==> config.mk <==
export PLATFORM = sky130hd
export DESIGN_NAME = dcr_config_regs
export DESIGN_NICKNAME = d
export VERILOG_FILES = /design/src/rtl/dcr_pkg.sv /design/src/rtl/dcr_config_regs.sv
export SDC_FILE = /design/constraint.sdc
export NUM_CORES = 1
export LEC_CHECK = 0
export BUFFER_PORTS_ARGS = -buffer_cell sky130_fd_sc_hd__buf_2
export CAP_MARGIN = 20
export CORE_UTILIZATION = 51
export DETAILED_ROUTE_END_ITERATION = 12
export GPL_TIMING_DRIVEN = 0
export PLACE_DENSITY = 0.8
export SLEW_MARGIN = 5
export SYNTH_ARGS = -nofsm -noshare
export SYNTH_HDL_FRONTEND = slang
export SYNTH_SLANG_ARGS = --single-unit
==> constraint.sdc <==
create_clock -name clk_sys -period 4.7 [get_ports clk_sys]
set_input_delay 0.47 -clock clk_sys [delete_from_list [all_inputs] [get_ports clk_sys]]
set_output_delay 0.47 -clock clk_sys [all_outputs]
set_load 0.05 [all_outputs]
==> src/rtl/dcr_pkg.sv <==
// Register map, field layout and reset values of the DRAM configuration block
package dcr_pkg;
  localparam logic [31:0] BANK_CONTROL_ADDR  = 32'h0000_151c;
  localparam logic [31:0] BASE_ADDRESS_ADDR  = 32'h0000_1520;
  localparam logic [31:0] READ_WAIT_ADDR     = 32'h0000_1524;
  localparam logic [31:0] WRITE_WAIT_ADDR    = 32'h0000_1528;
  localparam logic [31:0] REFRESH_ADDR       = 32'h0000_152c;
  localparam logic [31:0] PARITY_ADDR        = 32'h0000_1530;

  // Writable bits of each register; all others read as zero
  localparam logic [31:0] BANK_CONTROL_MASK  = 32'h0000_0fff;
  localparam logic [31:0] WAIT_STATE_MASK    = 32'h0003_0303;
  localparam logic [31:0] REFRESH_MASK       = 32'h0000_ffff;
  localparam logic [31:0] PARITY_MASK        = 32'h0000_0001;
  localparam logic [31:0] REG_RESET          = 32'h0000_0000;

  // Bank control fields
  localparam int DRIVE_ADDR_BIT   = 11;
  localparam int DRIVE_COL_BIT    = 10;
  localparam int DRIVE_ROW_BIT    = 9;
  localparam int DRIVE_WE_BIT     = 8;
  localparam int TYPE_MSB         = 7;
  localparam int TYPE_LSB         = 3;
  localparam int BANK_ENABLE_BIT  = 0;

  // Wait state fields
  localparam int RAS_CAS_LSB      = 16;
  localparam int CAS_WIDTH_LSB    = 8;
  localparam int RECOVERY_LSB     = 0;

  // Internally reserved address ranges
  localparam logic [31:0] LOW_RSVD_TOP   = 32'h0000_03ff;
  localparam logic [31:0] HIGH_RSVD_BASE = 32'hff00_0000;

  typedef enum logic [1:0] {
    DCR_FAST_PAGE,
    DCR_FAST_PAGE_IL,
    DCR_EDO,
    DCR_RESERVED
  } dcr_mem_type_e;
endpackage

==> src/rtl/dcr_config_regs.sv <==
// DRAM controller configuration registers and window decode
`timescale 1ns/1ps

// How it works
// - Six 32-bit registers at consecutive local words
// - Bank control accessible any time, no idle
// - Bits 11..8 select strong pin drive
// - Type field decodes non-interleaved fast-page banks
// - Decodes interleaved, EDO; 01010 and above reserved
// - Base address undefined until written
// - Bank disabled out of reset
// - No external cycle for reserved ranges
module dcr_config_regs #(
  parameter int LEAF_SIZE_LOG2 = 22
) (
  // Clock and reset
  input  wire logic        clk_sys,
  input  wire logic        rst,
  // Local bus register port
  input  wire logic        reg_wr,
  input  wire logic        reg_rd,
  input  wire logic [31:0] reg_addr,
  input  wire logic [31:0] reg_wdata,
  output logic      [31:0] reg_rdata,
  output logic             reg_ack,
  // Local bus memory decode
  input  wire logic        lb_valid,
  input  wire logic [31:0] lb_addr,
  output logic             mem_claim,
  output logic             ext_cycle_ok,
  // Pin drive strength
  output logic             drive_muxed_row_col_address,
  output logic             drive_column_strobes_n,
  output logic             drive_row_strobes_n,
  output logic             drive_dram_write_enables_n,
  // Decoded arrangement
  output logic             bank_enable,
  output dcr_pkg::dcr_mem_type_e mem_type,
  output logic [2:0]       leaf_count,
  output logic [1:0]       rd_ras_cas,
  output logic [1:0]       rd_cas_width,
  output logic [1:0]       rd_recovery,
  output logic [1:0]       wr_ras_cas,
  output logic [1:0]       wr_cas_width,
  output logic [1:0]       wr_recovery,
  output logic [31:0]      refresh_interval,
  output logic             parity_enable
);

  logic [31:0] ctrl_q, ctrl_d;
  logic [31:0] base_q, base_d;
  logic [31:0] rdws_q, rdws_d;
  logic [31:0] wrws_q, wrws_d;
  logic [31:0] refr_q, refr_d;
  logic [31:0] par_q,  par_d;
  logic [31:0] rdata_q, rdata_d;
  logic        ack_q, ack_d;
  logic [4:0]  type_code;
  logic [32:0] offset;
  logic [32:0] win_size;

  // Masked write so reserved bits never store
  function automatic logic [31:0] wmask(input logic [31:0] old, input logic [31:0] val,
                                        input logic [31:0] msk);
    return (old & ~msk) | (val & msk);
  endfunction

  function automatic logic [1:0] fld2(input logic [31:0] r, input int lsb);
    return r[lsb +: 2];
  endfunction

  always_comb begin
    ctrl_d  = ctrl_q;
    base_d  = base_q;
    rdws_d  = rdws_q;
    wrws_d  = wrws_q;
    refr_d  = refr_q;
    par_d   = par_q;
    // Bank control is writable any time; no idle check needed
    if (reg_wr) begin
      unique case (reg_addr)
        dcr_pkg::BANK_CONTROL_ADDR:
          ctrl_d = wmask(ctrl_q, reg_wdata, dcr_pkg::BANK_CONTROL_MASK);
        dcr_pkg::BASE_ADDRESS_ADDR: base_d = reg_wdata;
        dcr_pkg::READ_WAIT_ADDR:
          rdws_d = wmask(rdws_q, reg_wdata, dcr_pkg::WAIT_STATE_MASK);
        dcr_pkg::WRITE_WAIT_ADDR:
          wrws_d = wmask(wrws_q, reg_wdata, dcr_pkg::WAIT_STATE_MASK);
        dcr_pkg::REFRESH_ADDR:
          refr_d = wmask(refr_q, reg_wdata, dcr_pkg::REFRESH_MASK);
        dcr_pkg::PARITY_ADDR:
          par_d = wmask(par_q, reg_wdata, dcr_pkg::PARITY_MASK);
        default: ;
      endcase
    end
  end

  // Every request is acked, mapped or not, so a stray address cannot hang the bus
  always_comb begin
    rdata_d = rdata_q;
    ack_d   = reg_wr | reg_rd;
    if (reg_rd) begin
      unique case (reg_addr)
        dcr_pkg::BANK_CONTROL_ADDR: rdata_d = ctrl_q;
        dcr_pkg::BASE_ADDRESS_ADDR: rdata_d = base_q;
        dcr_pkg::READ_WAIT_ADDR:    rdata_d = rdws_q;
        dcr_pkg::WRITE_WAIT_ADDR:   rdata_d = wrws_q;
        dcr_pkg::REFRESH_ADDR:      rdata_d = refr_q;
        dcr_pkg::PARITY_ADDR:       rdata_d = par_q;
        default:                    rdata_d = dcr_pkg::REG_RESET;
      endcase
    end
  end

  // Control registers clear, so the bank starts disabled
  always_ff @(posedge clk_sys or posedge rst) begin
    if (rst) begin
      ctrl_q  <= dcr_pkg::REG_RESET;
      rdws_q  <= dcr_pkg::REG_RESET;
      wrws_q  <= dcr_pkg::REG_RESET;
      refr_q  <= dcr_pkg::REG_RESET;
      par_q   <= dcr_pkg::REG_RESET;
    end else begin
      ctrl_q  <= ctrl_d;
      rdws_q  <= rdws_d;
      wrws_q  <= wrws_d;
      refr_q  <= refr_d;
      par_q   <= par_d;
    end
  end

  always_ff @(posedge clk_sys or posedge rst) begin
    if (rst) begin
      rdata_q <= dcr_pkg::REG_RESET;
      ack_q   <= 1'b0;
    end else begin
      rdata_q <= rdata_d;
      ack_q   <= ack_d;
    end
  end

  // Base has no reset on purpose: content is undefined until written
  always_ff @(posedge clk_sys) begin
    base_q <= base_d;
  end

  assign reg_rdata = rdata_q;
  assign reg_ack   = ack_q;

  // Drive strength straight from the register bits
  assign drive_muxed_row_col_address = ctrl_q[dcr_pkg::DRIVE_ADDR_BIT];
  assign drive_column_strobes_n      = ctrl_q[dcr_pkg::DRIVE_COL_BIT];
  assign drive_row_strobes_n         = ctrl_q[dcr_pkg::DRIVE_ROW_BIT];
  assign drive_dram_write_enables_n  = ctrl_q[dcr_pkg::DRIVE_WE_BIT];
  assign bank_enable                 = ctrl_q[dcr_pkg::BANK_ENABLE_BIT];

  assign rd_ras_cas   = fld2(rdws_q, dcr_pkg::RAS_CAS_LSB);
  assign rd_cas_width = fld2(rdws_q, dcr_pkg::CAS_WIDTH_LSB);
  assign rd_recovery  = fld2(rdws_q, dcr_pkg::RECOVERY_LSB);
  assign wr_ras_cas   = fld2(wrws_q, dcr_pkg::RAS_CAS_LSB);
  assign wr_cas_width = fld2(wrws_q, dcr_pkg::CAS_WIDTH_LSB);
  assign wr_recovery  = fld2(wrws_q, dcr_pkg::RECOVERY_LSB);
  assign refresh_interval = refr_q;
  assign parity_enable    = par_q[0];

  assign type_code = ctrl_q[dcr_pkg::TYPE_MSB:dcr_pkg::TYPE_LSB];

  // Leaf count counts interleave leaves; zero marks a reserved code
  always_comb begin
    mem_type   = dcr_pkg::DCR_RESERVED;
    leaf_count = 3'h0;
    casez (type_code)
      5'b00000: begin
        mem_type   = dcr_pkg::DCR_FAST_PAGE;
        leaf_count = 3'h1;
      end
      5'b00001: begin
        mem_type   = dcr_pkg::DCR_FAST_PAGE;
        leaf_count = 3'h2;
      end
      5'b0001?: begin
        mem_type   = dcr_pkg::DCR_FAST_PAGE;
        leaf_count = 3'h4;
      end
      5'b001?0: begin
        mem_type   = dcr_pkg::DCR_FAST_PAGE_IL;
        leaf_count = 3'h2;
      end
      5'b001?1: begin
        mem_type   = dcr_pkg::DCR_FAST_PAGE_IL;
        leaf_count = 3'h4;
      end
      5'b01000: begin
        mem_type   = dcr_pkg::DCR_EDO;
        leaf_count = 3'h1;
      end
      5'b01001: begin
        mem_type   = dcr_pkg::DCR_EDO;
        leaf_count = 3'h2;
      end
      default:  ;
    endcase
  end

  // Range test instead of a mask compare, so a misaligned base is
  // still decoded predictably rather than aliasing
  assign win_size = 33'(leaf_count) << LEAF_SIZE_LOG2;
  assign offset   = {1'b0, lb_addr} - {1'b0, base_q};

  always_comb begin
    ext_cycle_ok = lb_valid && (lb_addr > dcr_pkg::LOW_RSVD_TOP)
                   && (lb_addr < dcr_pkg::HIGH_RSVD_BASE);
    mem_claim    = ext_cycle_ok && bank_enable && (leaf_count != 3'h0)
                   && !offset[32] && (offset < win_size);
  end

endmodule // dcr_config_regs

Word level (Yosys, flattened, before mapping)
Cells that the tools add are included.

word-level totals
  register bits after elaboration = 225
  logic and storage cells = 54

operators by class
  add/subtract/negate cells = 1
  order comparisons = 3
  equality and inequality tests = 12
  muxes and demuxes = 3
  bitwise gates (word level) = 6
  reduce and logical (&&, ||, !) cells = 21

operator list
  kind                                                                     count
  32-bit by 13-bit equality test with 1-bit output, second input constant  6
  32-bit case mux with 6 select lines                                      1
  32-bit by 18-bit OR with 32-bit output                                   2
  33-bit by 25-bit < comparator with 1-bit output                          1
  32-bit by 32-bit subtractor with 33-bit output                           1
  32-bit by 10-bit > comparator with 1-bit output, second input constant   1
  32-bit < comparator, second input constant                               1
  32-bit by 1-bit OR with 32-bit output                                    1
  32-bit by 12-bit OR with 32-bit output                                   1
  32-bit by 16-bit OR with 32-bit output                                   1
  2-bit AND reduction                                                      6
  5-bit by 4-bit equality test with 1-bit output, second input constant    2
  3-bit case mux with 3 select lines                                       1
  4-bit by 2-bit equality test with 1-bit output, second input constant    2
  2-bit OR reduction                                                       4
  1-bit logical AND                                                        6
  2-bit case mux with 3 select lines                                       1
  3-bit OR reduction                                                       2
  5-bit by 1-bit equality test with 1-bit output, second input constant    1
  5-bit logical NOT                                                        1
  4-bit by 1-bit equality test with 1-bit output, second input constant    1
  3-bit nonzero test                                                       1
  1-bit logical NOT                                                        1
  1-bit OR                                                                 1

Logic depth before layout (Yosys ltp)
  depth after elaboration = 7
  mapped depth = 15
  gate-level depth less buffers = 15

Worst setup path before layout
OpenSTA, ideal clock, no wires.

  path kind = input port to output port
  start point = input port lb_addr[9]
  end point = output port mem_claim
  arrival time = 3.861 ns
  path slack = 0.369 ns
  stages on the path = 14
  path through = ha_1 a211oi_1 nand2_1 a211oi_1 a21o_2 nand2_1 xor2_1 ha_1 nand2_1 nand3b_1 nor4_1 o211ai_1 or4_1 a221oi_2

between the ends
  cells in the longest elaborated chain, start to end = 7

ends and longest elaborated chain
  element                                                                                                 RTL line                text
  start: declaration                                                                                      dcr_config_regs.sv:28   input wire logic [31:0] lb_addr,
  parallel branches: the longest is 6 deep, another holds 32-bit by 32-bit subtractor with 33-bit output  --
  1-bit logical AND *                                                                                     dcr_config_regs.sv:214  && !offset[32] && (offset < win_size);
  end: declaration                                                                                        dcr_config_regs.sv:29   output logic mem_claim,

Mark *: on every way between the ends.

Worst setup path after layout
  start point = register base_q[9]
  end point = output port mem_claim

between the ends
  cells in the longest elaborated chain, start to end = 4

ends and longest elaborated chain
  element                                                                                                  RTL line                text
  start: declaration                                                                                       dcr_config_regs.sv:51   logic [31:0] base_q, base_d;
  start signal: assignment                                                                                 dcr_config_regs.sv:144  base_q <= base_d;
  32-bit by 32-bit subtractor with 33-bit output *                                                         dcr_config_regs.sv:208  assign offset = {1'b0, lb_addr} - {1'b0, base_q};
  parallel branches: the longest is 2 deep, another holds 33-bit by 25-bit < comparator with 1-bit output  --
  1-bit logical AND *                                                                                      dcr_config_regs.sv:214

Marks and branches as above.

==> impl_metrics.toml <==
[placement]
gp_congestion = 0.927
port_buffers = 173
dp_slack_ns = 0.230
dp_hpwl_mm = 12.3
placed_cells = 878

[timing]
setup_tns_ns = 0
max-slew-margin-rel = 0.420
hold_viol = 0
fin_crit_sh = 0.944
setup_viol = 0
fin_worst_skew_ns = 0.00710
tightest_slew_ns = 0.859
final-max-slew-violation-count = 0
min_period_ns = 4.44
fmax_mhz = 225
holdWs_ns = 0.0742
rsz0062_at_grt = "no"
timing.final.ws_setup_ns = 0.263

[cells_and_area]
final_common_cell = "buf_2"
most-common-layout-cells = "buf_2, dfrtp_1, inv_1"
multi_input_area_um2 = 2740
fill_cells = 885
stdcell_count = 895
regArea_um2 = 2810
drive_gt1_frac = 0.366
area_delta_synth_final_pct = 25.0
nets = 884
antenna_cells = 0

[die]
core_um2 = 11000
ioPinCount = 191
fp.dieH_um = 109
std_cell_rows = 38
fp.dieArea_um2 = 11900
dieWidth_um = 109
start_util = 0.532

[run]
cap_violations = 0

[logic_synthesis]
seq_area_frac_synth = 0.481
syn_area_per_cell_um2 = 10.7
synth_simple_gate_area_share = 0.141
synth_top_family_by_area = "simple AND/OR/NAND/NOR gates"
synth_edf_count = 32
synthAdderAreaFrac = 0.0706
synthMuxAreaShare = 0.0993
synth_top_flop_cell = "dfrtp_1"
ys_warn_count = 0
synth_cells = 549
synth-xor-area-share = 0.00599
synthArstFlopShare = 0.698
synth_compound_area_frac = 0.135
synthDistinctLibCells = 59
syn_area_um2 = 5850
synth-seq-cells = 106

[worst_setup_path]
reg2reg_to = "reg_rdata[9]"
cp-start-kind = "flip-flop"
crit_slowest_cell = "or4_1"
r2r_slack_ns = 3.38
critPathRequiredTime_ns = 4.23
critPathArrivalTime_ns = 3.97
crit_path_max_fanout = 5
crit_top_cell = "nand2_1"
cpPeakStageDelay_ns = 0.55
critPathKind = "reg2out"
endpoint_kind = "primary output"
cp_cell_sequence = "inv_1 > ha_1 > a211oi_2 > nand2_1 > a211oi_2 > a21o_2 > nand2_1 > xor2_1 > ha_1 > nand2_1 > nand3b_1 > nor4_2 > o211ai_1 > or4_1 > a221oi_2 > buf_6"
r2r_start = "base_q[9]"
r2r_cells = 3

[routing]
drt-total-wl_mm = 16.1
wl_per_cell_um = 18.0
via_per_inst = 5.73
antenna_left = 0
drt_first_pass_iters = 5
drc = 0
route.vias.total = 5129
drt-initial-drc-count = 387

[clock_tree]
ctsLongestPathBuffers = 2
numCtsBuffers = 9
clock-sinks = 106
cts_tree = "yes"
insertion_delay_ns = 0.35
hold_buffers = 0
cts.htree.levels = 3
cts_root_buf = "clkbuf_16"
clkTransAtPathRegs_ns = 0.07

[pwr]
power.density_nw_per_um2 = 267
power.leakage_nw = 3.61
ir_worst_vdd_uv = 175
power_mw = 1.95

[global_route]
grtUsageMet2 = 0.485
use_met3 = 0.0526
grt_busiest_layer = "met2"
grt_overflow = 0
grt_first_pass_wirelength_mm = 25.4
antenna_found_initial = 0
grt_use_total = 0.282
grtUsageMet1 = 0.338
grt_pass1_vias = 5208
grt_max_degree = 55

[hold_path]
hold_path.class = "in2async"

[outcome]
status = "completed"
==> through the flow <==
step,utilization,instance area (um2)
6_report,0.665,7310
4_1_cts,0.660,7250
2_1_floorplan,-,5900
3_5_place_dp,0.635,6980
3_3_place_gp,0.632,6940
5_1_grt,0.665,7310
==> sequential cells by signal (all words and copies together), names as in the netlist <==
register	count
wrws_q	6
reg_rdata	32
ctrl_q	12
refresh_interval	16
rdws_q	6
reg_ack	1
base_q	32
par_q	1
==> critical path: cells and delay by family, from the launching register on <==
kind | cells | cell delay (ns)
buf+inv | 2 | 0.29
fa+ha+maj | 2 | 0.57
compound gates | 5 | 1.07
flops | 1 | 0.42
xor+xnor | 1 | 0.15
simple gates | 6 | 1.12
==> routing by layer <==
metal	share of wire	vias to the layer above
met4	0.034	0
met3	0.072	35
li1	-	2410
met5	0	-
met1	0.39	2458
met2	0.50	226
==> synthesized netlist by cell type (all sizes together) (10+ instances only) <==
cell | count | area (um2)
mux2 | 42 | 473
buf | 23 | 151
nor2 | 29 | 109
clkbuf | 10 | 37.5
nor4 | 12 | 75.1
nand2 | 22 | 82.6
dfrtp | 74 | 1850
a21oi | 38 | 190
inv | 54 | 203
o21ai | 32 | 160
a22oi | 10 | 75.1
edfxtp | 32 | 961
nand3 | 30 | 150
ha | 33 | 413
nand4 | 13 | 96.3
==> cell type report <==
class	instances	share of cell area
inverters	54	0.0281
clock inverters	2	0.00154
flip-flops and latches	106	0.385
clock buffers	14	0.0361
plain buffers	33	0.0259
well taps	140	0.0240
multi-input cells	371	0.375
repair buffers	175	0.124
==> power breakdown <==
| part | internal (mW) | total (mW) | switching [mW] |
|---|---|---|---|
| clock | 0.389 | 0.711 | 0.322 |
| combinational | 0.0937 | 0.275 | 0.181 |
| sequential | 0.960 | 0.966 | 0.00589 |
| total | 1.44 | 1.95 | 0.509 |
==> how the worst max path moves through the flow <==
stage	end	depth (start not counted)	from	slack, ns
6_report	mem_claim	16	base_q[9]	0.26
3_3_place_gp	mem_claim	16	lb_addr[9]	0.28
2_1_floorplan	mem_claim	14	lb_addr[9]	0.37
3_5_place_dp	mem_claim	16	lb_addr[9]	0.23
5_1_grt	mem_claim	16	base_q[21]	0.002
4_1_cts	mem_claim	16	base_q[9]	0.03
==> kinds of logic after synthesis <==
kind of cell               Yosys count
other                                1
and+or+nand+nor                    149
DFF                                106
xor gates and xnor gates             4
buffers and inverters               87
AOI/OAI and AO/OA                  120
adders and majority gates           33
muxes                               49
==> timing repair <==
| action | CTS | global route |
|---|---|---|
| endpoints found under the setup margin | 0 | 1 |
| setup buffers | 0 | 1 |
| hold endpoints to repair | 0 | 0 |
| resized for setup | 0 | 10 |
No activity file was read; power rests on OpenSTA's default activity.
